<file path="src/core/guc_consts.svh">
/*
 * Register offsets, field positions, reset values and timing counts
 * for the gated up/down counter channel.
 * Assumes it is included by bare name from the design files.
 */
`ifndef GUC_CONSTS_SVH
`define GUC_CONSTS_SVH

// register byte offsets
`define GUC_OFF_CFG 12'h000
`define GUC_OFF_CMD 12'h004
`define GUC_OFF_STAT 12'h008
`define GUC_OFF_COUNT 12'h00C
`define GUC_OFF_LOAD 12'h010
`define GUC_OFF_END 12'h014
`define GUC_OFF_CMP 12'h018
`define GUC_OFF_PULSE 12'h01C
`define GUC_OFF_LATCH 12'h020

// command word bits
`define GUC_CMD_PGATE_OPEN 2
`define GUC_CMD_PGATE_CLOSE 10
`define GUC_CMD_LATCH_READ 15

// status word bits
`define GUC_ST_GATE 0
`define GUC_ST_PGATE 1
`define GUC_ST_PINGATE 2
`define GUC_ST_OUT 3
`define GUC_ST_AUTOCLOSED 4
`define GUC_ST_LATCH_NEW 13

// one-hot function codes
`define GUC_FN_ENDLESS 6'h00
`define GUC_FN_ONCE_UP 6'h01
`define GUC_FN_ONCE_DN 6'h02
`define GUC_FN_ONCE_ND 6'h04
`define GUC_FN_PER_UP 6'h08
`define GUC_FN_PER_DN 6'h10
`define GUC_FN_PER_ND 6'h20

// output modes
`define GUC_OUT_NEVER 3'h0
`define GUC_OUT_GE 3'h1
`define GUC_OUT_LE 3'h2
`define GUC_OUT_EQ 3'h4

// reset values
`define GUC_CFG_RESET 13'h0000
`define GUC_WORD_RESET 32'h00000000
`define GUC_PULSE_RESET 8'h00

// timing
`define GUC_CLK_PERIOD_PS 20000
`define GUC_PULSE_UNIT_PS 2048000000

`endif

</file>
<file path="src/core/guc_pkg.sv">
/*
 * Types for the gated up/down counter channel.
 * Assumes guc_consts.svh is available on the include path.
 */
package guc_pkg;

  typedef enum logic [1:0] {
    GUC_RUN_ENDLESS,
    GUC_RUN_ONCE,
    GUC_RUN_PERIODIC
  } guc_run_e;

  typedef enum logic [1:0] {
    GUC_DIR_NONE,
    GUC_DIR_UP,
    GUC_DIR_DOWN
  } guc_main_dir_e;

  // configuration register layout, msb first
  typedef struct packed {
    logic man_out;
    logic dir_inv;
    logic [2:0] out_mode;
    logic gate_int;
    logic pin_use;
    logic [5:0] func;
  } guc_cfg_s;

endpackage

</file>
<file path="src/core/guc_counter.sv">
/*
 * One channel of a 32-bit signed up/down counter with combined gate,
 * latch capture and comparison output, behind an APB slave.
 * Assumes pulse/direction pins arrive asynchronous to core_clk_i, each
 * pulse lasting several clocks; APB master on core_clk_i.
 */
// Notes on behaviour
// RULE1: endless: up past max wraps to min
// RULE2: endless: down past min wraps to max
// RULE3: main up: reload at step past end-1
// RULE4: main down: reload at step past end+1
// RULE5: abort: reopening gate restarts at load value
// RULE6: interrupt: reopening gate resumes held value
// RULE7: once undirected: wrap and close gate
// RULE8: once up: reload and close gate
// RULE9: once down: reload and close gate
// RULE10: other side gives gate edge to rerun
// RULE11: auto-closed gate reopens on two conditions
// RULE12: periodic: wrap or reload, never close
// RULE13: periodic down: reload, upper limit exceedable
// RULE14: command bit 2 opens, bit 10 closes
// RULE15: combined gate is program and pin gate
// RULE16: program-only gate: restart or continue by behaviour
// RULE17: both gates: program edge continues, pin per behaviour
// RULE18: latch edge copies counter value
// RULE19: latch sets flag; read bit shows, clears
// RULE20: ge mode: output while count >= compare
// RULE21: le mode level; never mode manual output
// RULE22: equal mode pulse; zero width holds equality
// RULE23: main direction: only reach from that direction
// RULE24: pulse in 2.048 ms units from assertion
// RULE25: running pulse never retriggered
// RULE26: one-hot six-bit function field selects mode
// RULE27: behaviour bit: zero abort, one interrupt
// RULE28: all values and compares signed 32-bit
// RULE29: each pulse steps exactly one
`timescale 1ns/1ps
`include "guc_consts.svh"

module guc_counter
  import guc_pkg::*;
#(
  parameter int PULSE_UNIT_CYC = `GUC_PULSE_UNIT_PS / `GUC_CLK_PERIOD_PS
) (
  input wire logic core_clk_i,
  input wire logic reset_n_i,
  input wire logic ce_i,
  input wire logic psel_i,
  input wire logic penable_i,
  input wire logic pwrite_i,
  input wire logic [11:0] paddr_i,
  input wire logic [31:0] pwdata_i,
  output logic [31:0] prdata_o,
  output logic pready_o,
  output logic pslverr_o,
  input wire logic enc_pulse_i,
  input wire logic enc_dir_i,
  input wire logic gate_pin_i,
  input wire logic latch_pin_i,
  output logic cnt_out_o
);

  localparam int PW = $clog2(PULSE_UNIT_CYC + 1);
  localparam logic signed [31:0] MAXV = 32'sh7FFFFFFF;
  localparam logic signed [31:0] MINV = 32'sh80000000;

  guc_cfg_s cfg_q;
  logic signed [31:0] cnt_q, load_q, end_q, cmp_q, latch_q, image_q;
  logic [7:0] pulse_q;
  logic pgate_q, auto_closed_q, pin_seen_q, latch_new_q, out_q;
  logic gate_q, pgate_prev_q, reopened_q;
  logic [PW-1:0] pre_q;
  logic [7:0] units_q;
  logic pulse_busy_q;

  // three-stage synchronisers, change taken when stages two and three agree
  logic [3:0] pins, s1_q, s2_q, s3_q, filt_q, filt_prev_q;
  assign pins = {latch_pin_i, gate_pin_i, enc_dir_i, enc_pulse_i};

  for (genvar g = 0; g < 4; g++) begin : g_sync
    always_ff @(posedge core_clk_i) begin
      if (!reset_n_i) begin
        s1_q[g] <= 1'b0;
        s2_q[g] <= 1'b0;
        s3_q[g] <= 1'b0;
        filt_q[g] <= 1'b0;
        filt_prev_q[g] <= 1'b0;
      end else if (ce_i) begin
        s1_q[g] <= pins[g];
        s2_q[g] <= s1_q[g];
        s3_q[g] <= s2_q[g];
        if (s2_q[g] == s3_q[g]) begin
          filt_q[g] <= s3_q[g];
        end
        filt_prev_q[g] <= filt_q[g];
      end
    end
  end

  logic pulse_rise, pin_gate, pin_rise, latch_rise;
  assign pulse_rise = filt_q[0] & ~filt_prev_q[0];
  assign pin_gate = filt_q[2];
  assign pin_rise = filt_q[2] & ~filt_prev_q[2];
  assign latch_rise = filt_q[3] & ~filt_prev_q[3];

  // APB access decode
  logic wr_en, rd_en, mapped;
  assign wr_en = psel_i & penable_i & pwrite_i;
  assign rd_en = psel_i & penable_i & ~pwrite_i;
  assign pready_o = 1'b1;

  always_comb begin
    mapped = 1'b1;
    prdata_o = 32'h00000000;
    unique case (paddr_i)
      `GUC_OFF_CFG: prdata_o = {19'h00000, cfg_q};
      `GUC_OFF_CMD: prdata_o = 32'h00000000;
      `GUC_OFF_STAT: begin
        prdata_o[`GUC_ST_GATE] = gate_q;
        prdata_o[`GUC_ST_PGATE] = pgate_q;
        prdata_o[`GUC_ST_PINGATE] = pin_gate;
        prdata_o[`GUC_ST_OUT] = cnt_out_o;
        prdata_o[`GUC_ST_AUTOCLOSED] = auto_closed_q;
        prdata_o[`GUC_ST_LATCH_NEW] = latch_new_q;
      end
      `GUC_OFF_COUNT: prdata_o = cnt_q;
      `GUC_OFF_LOAD: prdata_o = load_q;
      `GUC_OFF_END: prdata_o = end_q;
      `GUC_OFF_CMP: prdata_o = cmp_q;
      `GUC_OFF_PULSE: prdata_o = {24'h000000, pulse_q};
      `GUC_OFF_LATCH: prdata_o = image_q;
      default: mapped = 1'b0;
    endcase
  end
  assign pslverr_o = psel_i & penable_i & ~mapped;

  logic cmd_wr;
  assign cmd_wr = wr_en && (paddr_i == `GUC_OFF_CMD);

  always_ff @(posedge core_clk_i) begin
    if (!reset_n_i) begin
      cfg_q <= `GUC_CFG_RESET;
      load_q <= `GUC_WORD_RESET;
      end_q <= `GUC_WORD_RESET;
      cmp_q <= `GUC_WORD_RESET;
      pulse_q <= `GUC_PULSE_RESET;
    end else if (ce_i && wr_en) begin
      unique case (paddr_i)
        `GUC_OFF_CFG: cfg_q <= pwdata_i[12:0];
        `GUC_OFF_LOAD: load_q <= pwdata_i;
        `GUC_OFF_END: end_q <= pwdata_i;
        `GUC_OFF_CMP: cmp_q <= pwdata_i;
        `GUC_OFF_PULSE: pulse_q <= pwdata_i[7:0];
        default: ;
      endcase
    end
  end

  // function field decode
  guc_run_e run;
  guc_main_dir_e mdir;
  always_comb begin
    unique case (cfg_q.func) // [RULE26]
      `GUC_FN_ONCE_UP: begin run = GUC_RUN_ONCE; mdir = GUC_DIR_UP; end
      `GUC_FN_ONCE_DN: begin run = GUC_RUN_ONCE; mdir = GUC_DIR_DOWN; end
      `GUC_FN_ONCE_ND: begin run = GUC_RUN_ONCE; mdir = GUC_DIR_NONE; end
      `GUC_FN_PER_UP: begin run = GUC_RUN_PERIODIC; mdir = GUC_DIR_UP; end
      `GUC_FN_PER_DN: begin run = GUC_RUN_PERIODIC; mdir = GUC_DIR_DOWN; end
      `GUC_FN_PER_ND: begin run = GUC_RUN_PERIODIC; mdir = GUC_DIR_NONE; end
      default: begin run = GUC_RUN_ENDLESS; mdir = GUC_DIR_NONE; end
    endcase
  end

  // program gate and combined gate
  logic pg_open, pg_close, pg_rise, gate_comb, gate_rise, restart_load;
  assign pg_open = cmd_wr & pwdata_i[`GUC_CMD_PGATE_OPEN];
  assign pg_close = cmd_wr & pwdata_i[`GUC_CMD_PGATE_CLOSE];
  assign pg_rise = pgate_q & ~pgate_prev_q;
  assign gate_comb = pgate_q & (pin_gate | ~cfg_q.pin_use) & ~auto_closed_q; // [RULE15]
  assign gate_rise = gate_comb & ~gate_q;

  always_ff @(posedge core_clk_i) begin
    if (!reset_n_i) begin
      pgate_q <= 1'b0;
      pgate_prev_q <= 1'b0;
      gate_q <= 1'b0;
    end else if (ce_i) begin
      if (pg_close) begin
        pgate_q <= 1'b0; // [RULE14]
      end else if (pg_open) begin
        pgate_q <= 1'b1; // [RULE14]
      end
      pgate_prev_q <= pgate_q;
      gate_q <= gate_comb;
    end
  end

  // reopen case: pin rise when program gate high, program rise after pin rise [RULE11]
  logic reopen;
  assign reopen = cfg_q.pin_use ? ((pin_rise & pgate_q) | (pg_rise & pin_seen_q)) : pg_rise;

  // abort reloads; interrupt continues; program edge continues when pin gate used
  always_comb begin
    restart_load = 1'b0;
    if (gate_rise) begin
      if (!cfg_q.gate_int) begin // [RULE27]
        restart_load = reopened_q | (cfg_q.pin_use ? pin_rise : pg_rise); // [RULE16] [RULE17]
      end
      if (run == GUC_RUN_ONCE && mdir != GUC_DIR_NONE && reopened_q) begin
        restart_load = 1'b1; // [RULE8] [RULE9]
      end
    end
  end

  // count step and next value
  logic step, dn;
  logic signed [31:0] cnt_d;
  logic term;
  assign step = pulse_rise & gate_comb & ~restart_load;
  assign dn = filt_q[1] ^ cfg_q.dir_inv;

  always_comb begin
    cnt_d = cnt_q;
    term = 1'b0;
    if (restart_load) begin
      cnt_d = load_q; // [RULE5]
    end else if (step) begin
      if (mdir == GUC_DIR_UP && !dn && cnt_q == end_q - 32'sd1) begin
        cnt_d = load_q; // [RULE3] [RULE12]
        term = 1'b1;
      end else if (mdir == GUC_DIR_DOWN && dn && cnt_q == end_q + 32'sd1) begin
        cnt_d = load_q; // [RULE4] [RULE13]
        term = 1'b1;
      end else if (dn) begin
        cnt_d = cnt_q - 32'sd1; // [RULE2] [RULE29]
        term = (mdir == GUC_DIR_NONE) && (cnt_q == MINV);
      end else begin
        cnt_d = cnt_q + 32'sd1; // [RULE1] [RULE29]
        term = (mdir == GUC_DIR_NONE) && (cnt_q == MAXV);
      end
    end
  end

  always_ff @(posedge core_clk_i) begin
    if (!reset_n_i) begin
      cnt_q <= `GUC_WORD_RESET;
    end else if (ce_i) begin
      cnt_q <= cnt_d; // [RULE6]
    end
  end

  // automatic close in single-run mode, periodic never closes
  always_ff @(posedge core_clk_i) begin
    if (!reset_n_i) begin
      auto_closed_q <= 1'b0;
      pin_seen_q <= 1'b0;
      reopened_q <= 1'b0;
    end else if (ce_i) begin
      // gate opens one cycle after the reopen edge; restart decided then
      reopened_q <= auto_closed_q & reopen;
      if (term && run == GUC_RUN_ONCE) begin
        auto_closed_q <= 1'b1; // [RULE7] [RULE8] [RULE9] [RULE12]
        pin_seen_q <= 1'b0;
      end else begin
        if (auto_closed_q && reopen) begin
          auto_closed_q <= 1'b0; // [RULE11]
        end
        if (pin_rise) begin
          pin_seen_q <= 1'b1;
        end
      end
    end
  end

  // latch capture and read-out, new capture wins over clear
  always_ff @(posedge core_clk_i) begin
    if (!reset_n_i) begin
      latch_q <= `GUC_WORD_RESET;
      image_q <= `GUC_WORD_RESET;
      latch_new_q <= 1'b0;
    end else if (ce_i) begin
      if (latch_rise && gate_comb) begin
        latch_q <= cnt_q; // [RULE18]
        latch_new_q <= 1'b1; // [RULE19]
      end else if (cmd_wr && pwdata_i[`GUC_CMD_LATCH_READ]) begin
        latch_new_q <= 1'b0; // [RULE19]
      end
      if (cmd_wr && pwdata_i[`GUC_CMD_LATCH_READ]) begin
        image_q <= latch_q; // [RULE19]
      end
    end
  end

  // comparison: reach from the main direction only
  logic hit, dir_ok;
  assign dir_ok = (mdir == GUC_DIR_NONE) || ((mdir == GUC_DIR_DOWN) == dn); // [RULE23]
  assign hit = step && dir_ok && (cnt_d == cmp_q);

  always_ff @(posedge core_clk_i) begin
    if (!reset_n_i) begin
      out_q <= 1'b0;
      pulse_busy_q <= 1'b0;
      pre_q <= '0;
      units_q <= 8'h00;
    end else if (ce_i) begin
      unique case (cfg_q.out_mode)
        `GUC_OUT_GE: out_q <= (cnt_d >= cmp_q); // [RULE20] [RULE28]
        `GUC_OUT_LE: out_q <= (cnt_d <= cmp_q); // [RULE21] [RULE28]
        `GUC_OUT_EQ: begin
          if (pulse_q == 8'h00) begin
            if (hit) begin
              out_q <= 1'b1; // [RULE22]
            end else if (cnt_d != cmp_q) begin
              out_q <= 1'b0;
            end
          end else if (pulse_busy_q) begin
            if (pre_q == PW'(PULSE_UNIT_CYC - 1)) begin // [RULE24]
              pre_q <= '0;
              units_q <= units_q - 8'h01;
              if (units_q == 8'h01) begin
                pulse_busy_q <= 1'b0;
                out_q <= 1'b0;
              end
            end else begin
              pre_q <= pre_q + PW'(1);
            end
          end else if (hit) begin
            pulse_busy_q <= 1'b1; // [RULE25]
            out_q <= 1'b1; // [RULE22]
            pre_q <= '0; // [RULE24]
            units_q <= pulse_q;
          end else begin
            out_q <= 1'b0;
          end
        end
        default: out_q <= cfg_q.man_out; // [RULE21]
      endcase
      if (cfg_q.out_mode != `GUC_OUT_EQ) begin
        pulse_busy_q <= 1'b0;
      end
    end
  end
  assign cnt_out_o = out_q;
endmodule

</file>
<file path="config.mk">
export PLATFORM = sky130hd
export DESIGN_NAME = guc_counter
export DESIGN_NICKNAME = d
export VERILOG_FILES = /design/src/core/guc_pkg.sv /design/src/core/guc_counter.sv
export VERILOG_INCLUDE_DIRS = /design/src /design/src/core
export SDC_FILE = /design/constraint.sdc
export NUM_CORES = 1
export LEC_CHECK = 0
export BUFFER_PORTS_ARGS = -buffer_cell sky130_fd_sc_hd__buf_4
export CORE_MARGIN = 2
export CORE_UTILIZATION = 40
export DETAILED_ROUTE_END_ITERATION = 6
export GPL_ROUTABILITY_DRIVEN = 0
export PLACE_DENSITY = 0.66
export SETUP_SLACK_MARGIN = 0.15
export SLEW_MARGIN = 20
export SYNTH_ARGS = -nofsm -noshare
export SYNTH_HDL_FRONTEND = slang
export SYNTH_SLANG_ARGS = --single-unit
</file>
<file path="constraint.sdc">
create_clock -name core_clk_i -period 6.8 [get_ports core_clk_i]
set_input_delay 1.02 -clock core_clk_i [delete_from_list [all_inputs] [get_ports core_clk_i]]
set_output_delay 1.02 -clock core_clk_i [all_outputs]
set_load 0.03 [all_outputs]
</file>
== After elaboration in Yosys (flattened, before gate mapping) ==
Cells that the tools add are included.

* Flip-flop bits (word level): 266
* Bits of input ports: 54
* Output and inout bits: 35
* Logic and storage cells: 223

* Add/sub/neg operators: 6
* $lt $le $gt $ge: 2
* Equal/unequal tests: 39
* Mux-type cells: 50
* Bitwise operators: 31
* Reductions and logical operators: 52

{| class="wikitable"
|+ Operator list
! operator !! count
|-
| $mux W32 || 5
|-
| $eq A32 B32 Y1 || 3
|-
| $pmux W18 S5 || 1
|-
| $add A32 B2 Y32 const B || 2
|-
| $eq A32 B32 Y1 const B || 2
|-
| $sub A32 B2 Y32 const B || 2
|-
| $pmux W8 S7 || 1
|-
| $mux W17 || 3
|-
| $eq A12 B5 Y1 const B || 4
|-
| $pmux W5 S8 || 1
|-
| $ge A32 B32 Y1 || 1
|-
| $le A32 B32 Y1 || 1
|-
| $mux W1 || 32
|-
| $ne A32 B32 Y1 || 1
|-
| $reduce_and A2 Y1 || 15
|-
| $eq A12 B4 Y1 const B || 2
|-
| $mux W8 || 3
|-
| $add A17 B1 Y17 const B || 1
|-
| $and A1 B1 Y1 || 17
|-
| $eq A17 B17 Y1 const B || 1
|-
| $logic_and A1 B1 Y1 || 16
|-
| $reduce_bool A2 Y1 || 7
|-
| $eq A12 B3 Y1 const B || 1
|-
| $eq A12 B6 Y1 const B || 1
|-
| other kinds (34) || 57
|}

== Longest topological paths before layout ==
* Depth in word-level cells: 19
* Gate-level depth with buffers: 29
* Gate-level depth less buffers: 24

== Worst setup path after synthesis ==
No wires, ideal clock.

* Path type: flip-flop to flip-flop
* Start point: register cfg_q[11] in the netlist's numbering
* End point: register pre_q[15]
* Library setup time: 76 ps
* Arrival time: 6925 ps
* Required time: 6724 ps
* Slack: -201 ps
* Cell stages (with the launch flop): 24
* Buffers on the path: 1
* Period minus slack after synthesis: 7001 ps
* Cell sequence: dfxtp_1 > xor2_1 > ha_1 > and2_1 > a221oi_1 > a2bb2oi_1 > a21oi_1 > or4_1 > nand2_1 > xor2_1 > a31oi_1 > o22a_1 > ha_1 > nand4_1 > nor4_1 > nand4_1 > or3_1 > nor4b_1 > o211a_1 > and3_1 > clkbuf_1 > nand2_1 > or4_1 > a21boi_0

* Longest elaborated chain between the ends: 11
* Elaborated cells on any way between the ends: 18
* Those cells by class: eq/ne (2); mux (5); bitwise (1); reduce/logical (10)

{| class="wikitable"
|+ RTL lines
! item !! line !! text
|-
| from (decl) || guc_counter.sv:67 || <nowiki>guc_cfg_s cfg_q;</nowiki>
|-
| from (signal assigned) || guc_counter.sv:142 || <nowiki>cfg_q <= `GUC_CFG_RESET;</nowiki>
|-
| from (signal assigned) || guc_counter.sv:149 || <nowiki>`GUC_OFF_CFG: cfg_q <= pwdata_i[12:0];</nowiki>
|-
| $xor A1 B1 Y1 (*) || guc_counter.sv:220 || <nowiki>assign dn = filt_q[1] ^ cfg_q.dir_inv;</nowiki>
|-
| $logic_and A1 B1 Y1 or $logic_not A1 Y1 (tied branches) || guc_counter.sv:231, guc_counter.sv:228 ||
|-
| $logic_and A1 B1 Y1 (on tied branches) || guc_counter.sv:231, guc_counter.sv:228 ||
|-
| $mux W32 or $logic_and A1 B1 Y1 (tied branches) || guc_counter.sv:231, guc_counter.sv:228 ||
|-
| $mux W32 (*) || guc_counter.sv:228 || <nowiki>if (mdir == GUC_DIR_UP && !dn && cnt_q == end_q - 32'sd1) begin</nowiki>
|-
| $mux W32 (*) || guc_counter.sv:227 || <nowiki>end else if (step) begin</nowiki>
|-
| $mux W32 (*) || guc_counter.sv:225 || <nowiki>if (restart_load) begin</nowiki>
|-
| net cnt_d[30] || guc_counter.sv:217 || <nowiki>logic signed [31:0] cnt_d;</nowiki>
|-
| $eq A32 B32 Y1 (*) || guc_counter.sv:297 || <nowiki>assign hit = step && dir_ok && (cnt_d == cmp_q);</nowiki>
|-
| $logic_and A1 B1 Y1 (*) || guc_counter.sv:297 ||
|-
| $reduce_bool A2 Y1 (no source line) (*) || - ||
|-
| $reduce_and A4 Y1 (no source line) (*) || - ||
|-
| to (signal assigned) || guc_counter.sv:325 || <nowiki>pre_q <= pre_q + PW'(1);</nowiki>
|-
| to (decl) || guc_counter.sv:72 || <nowiki>logic [PW-1:0] pre_q;</nowiki>
|}

Mark *: on every way through the listed nets, which the timed path passes. The rest lies on a longest branch.
A chain may end at the register's enable or synchronous reset.

== Worst setup path after layout ==
* Start point: register end_q[21]
* End point: register pre_q[15]

* Longest elaborated chain between the ends: 11
* Elaborated cells on any way between the ends: 14
* Those cells by class: add/sub (2); eq/ne (3); mux (4); reduce/logical (5)

{| class="wikitable"
|+ RTL lines
! item !! line !! text
|-
| from (decl) || guc_counter.sv:68 || <nowiki>logic signed [31:0] cnt_q, load_q, end_q, cmp_q, latch_q, image_q;</nowiki>
|-
| from (signal assigned) || guc_counter.sv:144 || <nowiki>end_q <= `GUC_WORD_RESET;</nowiki>
|-
| from (signal assigned) || guc_counter.sv:151 || <nowiki>`GUC_OFF_END: end_q <= pwdata_i;</nowiki>
|-
| $add A32 B2 Y32 || guc_counter.sv:231 || <nowiki>end else if (mdir == GUC_DIR_DOWN && dn && cnt_q == end_q + 32'sd1) begin</nowiki>
|-
| $eq A32 B32 Y1 || guc_counter.sv:231 ||
|-
| $logic_and A1 B1 Y1 || guc_counter.sv:231 ||
|-
| $mux W32 || guc_counter.sv:231 ||
|-
| $mux W32 (*) || guc_counter.sv:228 ||
|-
| $mux W32 (*) || guc_counter.sv:227 ||
|-
| $mux W32 (*) || guc_counter.sv:225 ||
|-
| net cnt_d[26] || guc_counter.sv:217 ||
|-
| $eq A32 B32 Y1 (*) || guc_counter.sv:297 ||
|-
| $logic_and A1 B1 Y1 (*) || guc_counter.sv:297 ||
|-
| $reduce_bool A2 Y1 (no source line) (*) || - ||
|-
| $reduce_and A4 Y1 (no source line) (*) || - ||
|}

Marked as above.

==> flow_metrics.env <==
export IMPL_drive_gt1_share_pct=12.8
export IMPL_vias=17200
export IMPL_powerDensity_mw_per_mm2=185
export IMPL_cpMaxStageDelayCell="or4_4"
export IMPL_max_stage_delay_ns=0.56
export IMPL_ir_drop_mv=0.203
export IMPL_synth_top_area_share_pct=31.4
export IMPL_grt_total_usage_pct=27.0
export IMPL_syn_area_per_cell_sq_um=7.65
export IMPL_ctsLongestPathBuffers=3
export IMPL_dp_cells=2734
export IMPL_cp_end_kind="flip-flop"
export IMPL_cts_root_buffer="clkbuf_16"
export IMPL_dominantRegCellSynth="dfxtp_1"
export IMPL_yosys_area_top_type="dfxtp_1"
export IMPL_post_place_ws_ns=-0.0678
export IMPL_h_tree_depth=1
export IMPL_grt_pass1_vias=15900
export IMPL_ys_types=86
export IMPL_antenna_found_initial=0
export IMPL_min_period_ns=6.43
export IMPL_first_iter_violations=2201
export IMPL_synth_seq_area_share_pct=31.4
export IMPL_routed_wl_mm=60.9
export IMPL_postCtsHoldBufs=0
export IMPL_power_leakage_nw=7.28
export IMPL_yosysWarningCount=0
export IMPL_fin_util_pct=46.1
export IMPL_worstHoldPathType="reg2reg"
export IMPL_grt_pass1_wl_mm=93.8
export IMPL_synth_edf_count=0
export IMPL_clkSinkCount=266
export IMPL_dieWidth_um=210
export IMPL_insertion_delay_ns=0.58
export IMPL_io_pins=89
export IMPL_start_util_pct=40.5
export IMPL_synthToLayoutAreaGrowth_pct=14.0
export IMPL_final_cell_area_sq_mm=0.0193
export IMPL_finalSetupTns_ns=0
export IMPL_layout_common_cells="472 x nand2_1, 257 x dfxtp_1, 194 x a21boi_0"
export IMPL_synthesis_area_sq_mm=0.0170
export IMPL_rows=75
export IMPL_die_h_um=210
export IMPL_place_area_sq_mm=0.0181
export IMPL_critPathKind="reg2reg"
export IMPL_setup_violations=0
export IMPL_drt_wirelength_per_cell_um=21.8
export IMPL_synth_async_sr_flop_share_pct=0
export IMPL_cts_tree="yes"
export IMPL_antenna_left=0
export IMPL_hpwl_mm=42.6
export IMPL_rsz0062_at_grt="no"
export IMPL_drv_cap=0
export IMPL_synth_area_leaders="dfxtp_1 31%, nand2_1 11%, a21boi_0 8.6%, ha_1 5.0%, clkbuf_1 3.2%"
export IMPL_cp_max_fo=20
export IMPL_setup_slack_ns=0.368
export IMPL_grt_overflow=0
export IMPL_violations="design-rule violations"
export IMPL_diodes=0
export IMPL_syn_num_nets=2342
export IMPL_stdcell_count=2792
export IMPL_io_buffers=87
export IMPL_synth_seq_cells=266
export IMPL_die_area_sq_mm=0.0441
export IMPL_fin_nets=2353
export IMPL_hold_ws_ns=0.450
export IMPL_run_status="finished, violations left"
export IMPL_drtPass1Iterations=7
export IMPL_core_area_sq_mm=0.0419
export IMPL_arrival_ns=6.94
export IMPL_required_ns=7.31
export IMPL_fin_worst_skew_ns=0.0236
export IMPL_cts_buffers=29
export IMPL_final_hold_violation_count=0
export IMPL_tightest_slew_ns=1.17
export IMPL_slew_headroom_pct=22.3
export IMPL_fin_crit_sh_pct=94.6
export IMPL_fmax_ghz=0.155
export IMPL_startpoint_type="flip-flop"
export IMPL_slew_violations=0
export IMPL_syn_instance_count=2219
export IMPL_clk_pin_slew_worst_paths_ns=0.07
export IMPL_via_per_inst=6.18
export IMPL_grt_max_degree=161
export IMPL_p_total_mw=3.57
export IMPL_path_cells="nand2_1 > or3_1 > or4b_1 > a211oi_1 > o2bb2ai_1 > or4_4 > o22ai_4 > a21oi_4 > o22a_1 > ha_1 > nand4_1 > nor4_1 > buf_4 > nand4_1 > or3_1 > nor4b_4 > o211a_1 > and3_2 > nand2_1 > or4_1 > a21boi_0"
export IMPL_mostFrequentLayoutCell="nand2_1"
export IMPL_drc=1
-- per-layer routing --
metal	vias to the layer above	track usage (%)	wire, um	share of wire (%)
met1	8191	37.4	25600	42
met5	-	0	0	0
met2	938	42.3	26600	44
met4	0	9.90	2220	3.6
li1	7958	-	-	-
met3	155	4.40	6460	11
-- critical path, delay by kind of cell, from the launching register on --
kind,cells,cell delay (ns)
AND/OR/NAND/NOR,12,3.74
flip-flops,1,0.55
AO/OA/AOI/OAI,7,1.57
buffers and inverters,1,0.19
adder cells (fa/ha/maj),1,0.32
-- synth_stat cells (8+ instances only) --
| cell type | n |
|---|---|
| a211oi_1 | 10 |
| a21boi_0 | 194 |
| a21o_1 | 22 |
| a21oi_1 | 68 |
| a222oi_1 | 34 |
| a22oi_1 | 43 |
| a31oi_1 | 35 |
| a41oi_1 | 9 |
| and2_1 | 12 |
| and3_1 | 24 |
| and4_1 | 8 |
| clkbuf_1 | 144 |
| dfxtp_1 | 266 |
| ha_1 | 68 |
| inv_1 | 59 |
| mux2i_1 | 20 |
| nand2_1 | 477 |
| nand2b_1 | 12 |
| nand3_1 | 65 |
| nand4_1 | 30 |
| nor2_1 | 111 |
| nor2b_1 | 30 |
| nor3_1 | 41 |
| nor3b_1 | 10 |
| nor4_1 | 26 |
| o21ai_0 | 85 |
| o21ba_1 | 17 |
| o221a_2 | 8 |
| o22a_1 | 8 |
| o22a_2 | 12 |
| o22ai_1 | 15 |
| or3_1 | 14 |
| or4_1 | 12 |
| xnor2_1 | 48 |
| xor2_1 | 51 |
-- layout make-up --
cell class | instances | area, sq um
Sequential cell | 266 | 5340
Clock inverter | 15 | 213
Tap cell | 539 | 674
Fill cell | 4046 | 22600
Multi-Input combinational cell | 1728 | 11000
Timing Repair Buffer | 146 | 1100
Inverter | 59 | 221
Clock buffer | 39 | 843
-- sequential cells by signal, summed over array words and instances, names as in the netlist, 3 cells and up --
signal / flops
s1_q: 4
pulse_q: 8
end_q: 32
filt_q: 3
latch_q: 32
s2_q: 4
load_q: 32
image_q: 32
s3_q: 4
filt_prev_q: 3
units_q: 8
cfg_q: 13
cnt_q: 32
cmp_q: 32
pre_q: 17
-- path summary, 6_finish.rpt --
| path | start | to | slack (ns) | cells past startpoint |
|---|---|---|---|---|
| worst min-delay path | latch_q[6] | image_q[6] | 0.45 | 2 |
| worst max-delay path | end_q[21] | pre_q[15] | 0.37 | 21 |
| worst min register to register | latch_q[6] | image_q[6] | 0.45 | 2 |
| worst max register to register | end_q[21] | pre_q[15] | 0.37 | 21 |
-- kinds of logic (layout without fill, tap and decap cells) --
family	after synthesis	count (layout)	share of synthesized area, %
other cells	1	1	0.0221
compound gates	624	624	26.6
buf+inv	225	259	5.34
xor+xnor	99	99	5.11
simple gates	913	913	25.1
fa+ha+maj	69	69	5.13
mux	22	22	1.31
flops	266	266	31.4
-- power breakdown --
group	internal (mW)	switching, mW	total [mW]
registers	1.57	0.0183	1.59
clock network	1.06	0.694	1.75
logic	0.103	0.130	0.233
-- what timing repair did --
| item | CTS | global route |
|---|---|---|
| setup endpoints to repair | 20 | 26 |
| setup buffers | 0 | 4 |
| gates resized for setup | 3 | 35 |
| pin swaps | 0 | 2 |
| cloned | 0 | 0 |
Power figures use the tool's default switching activity.
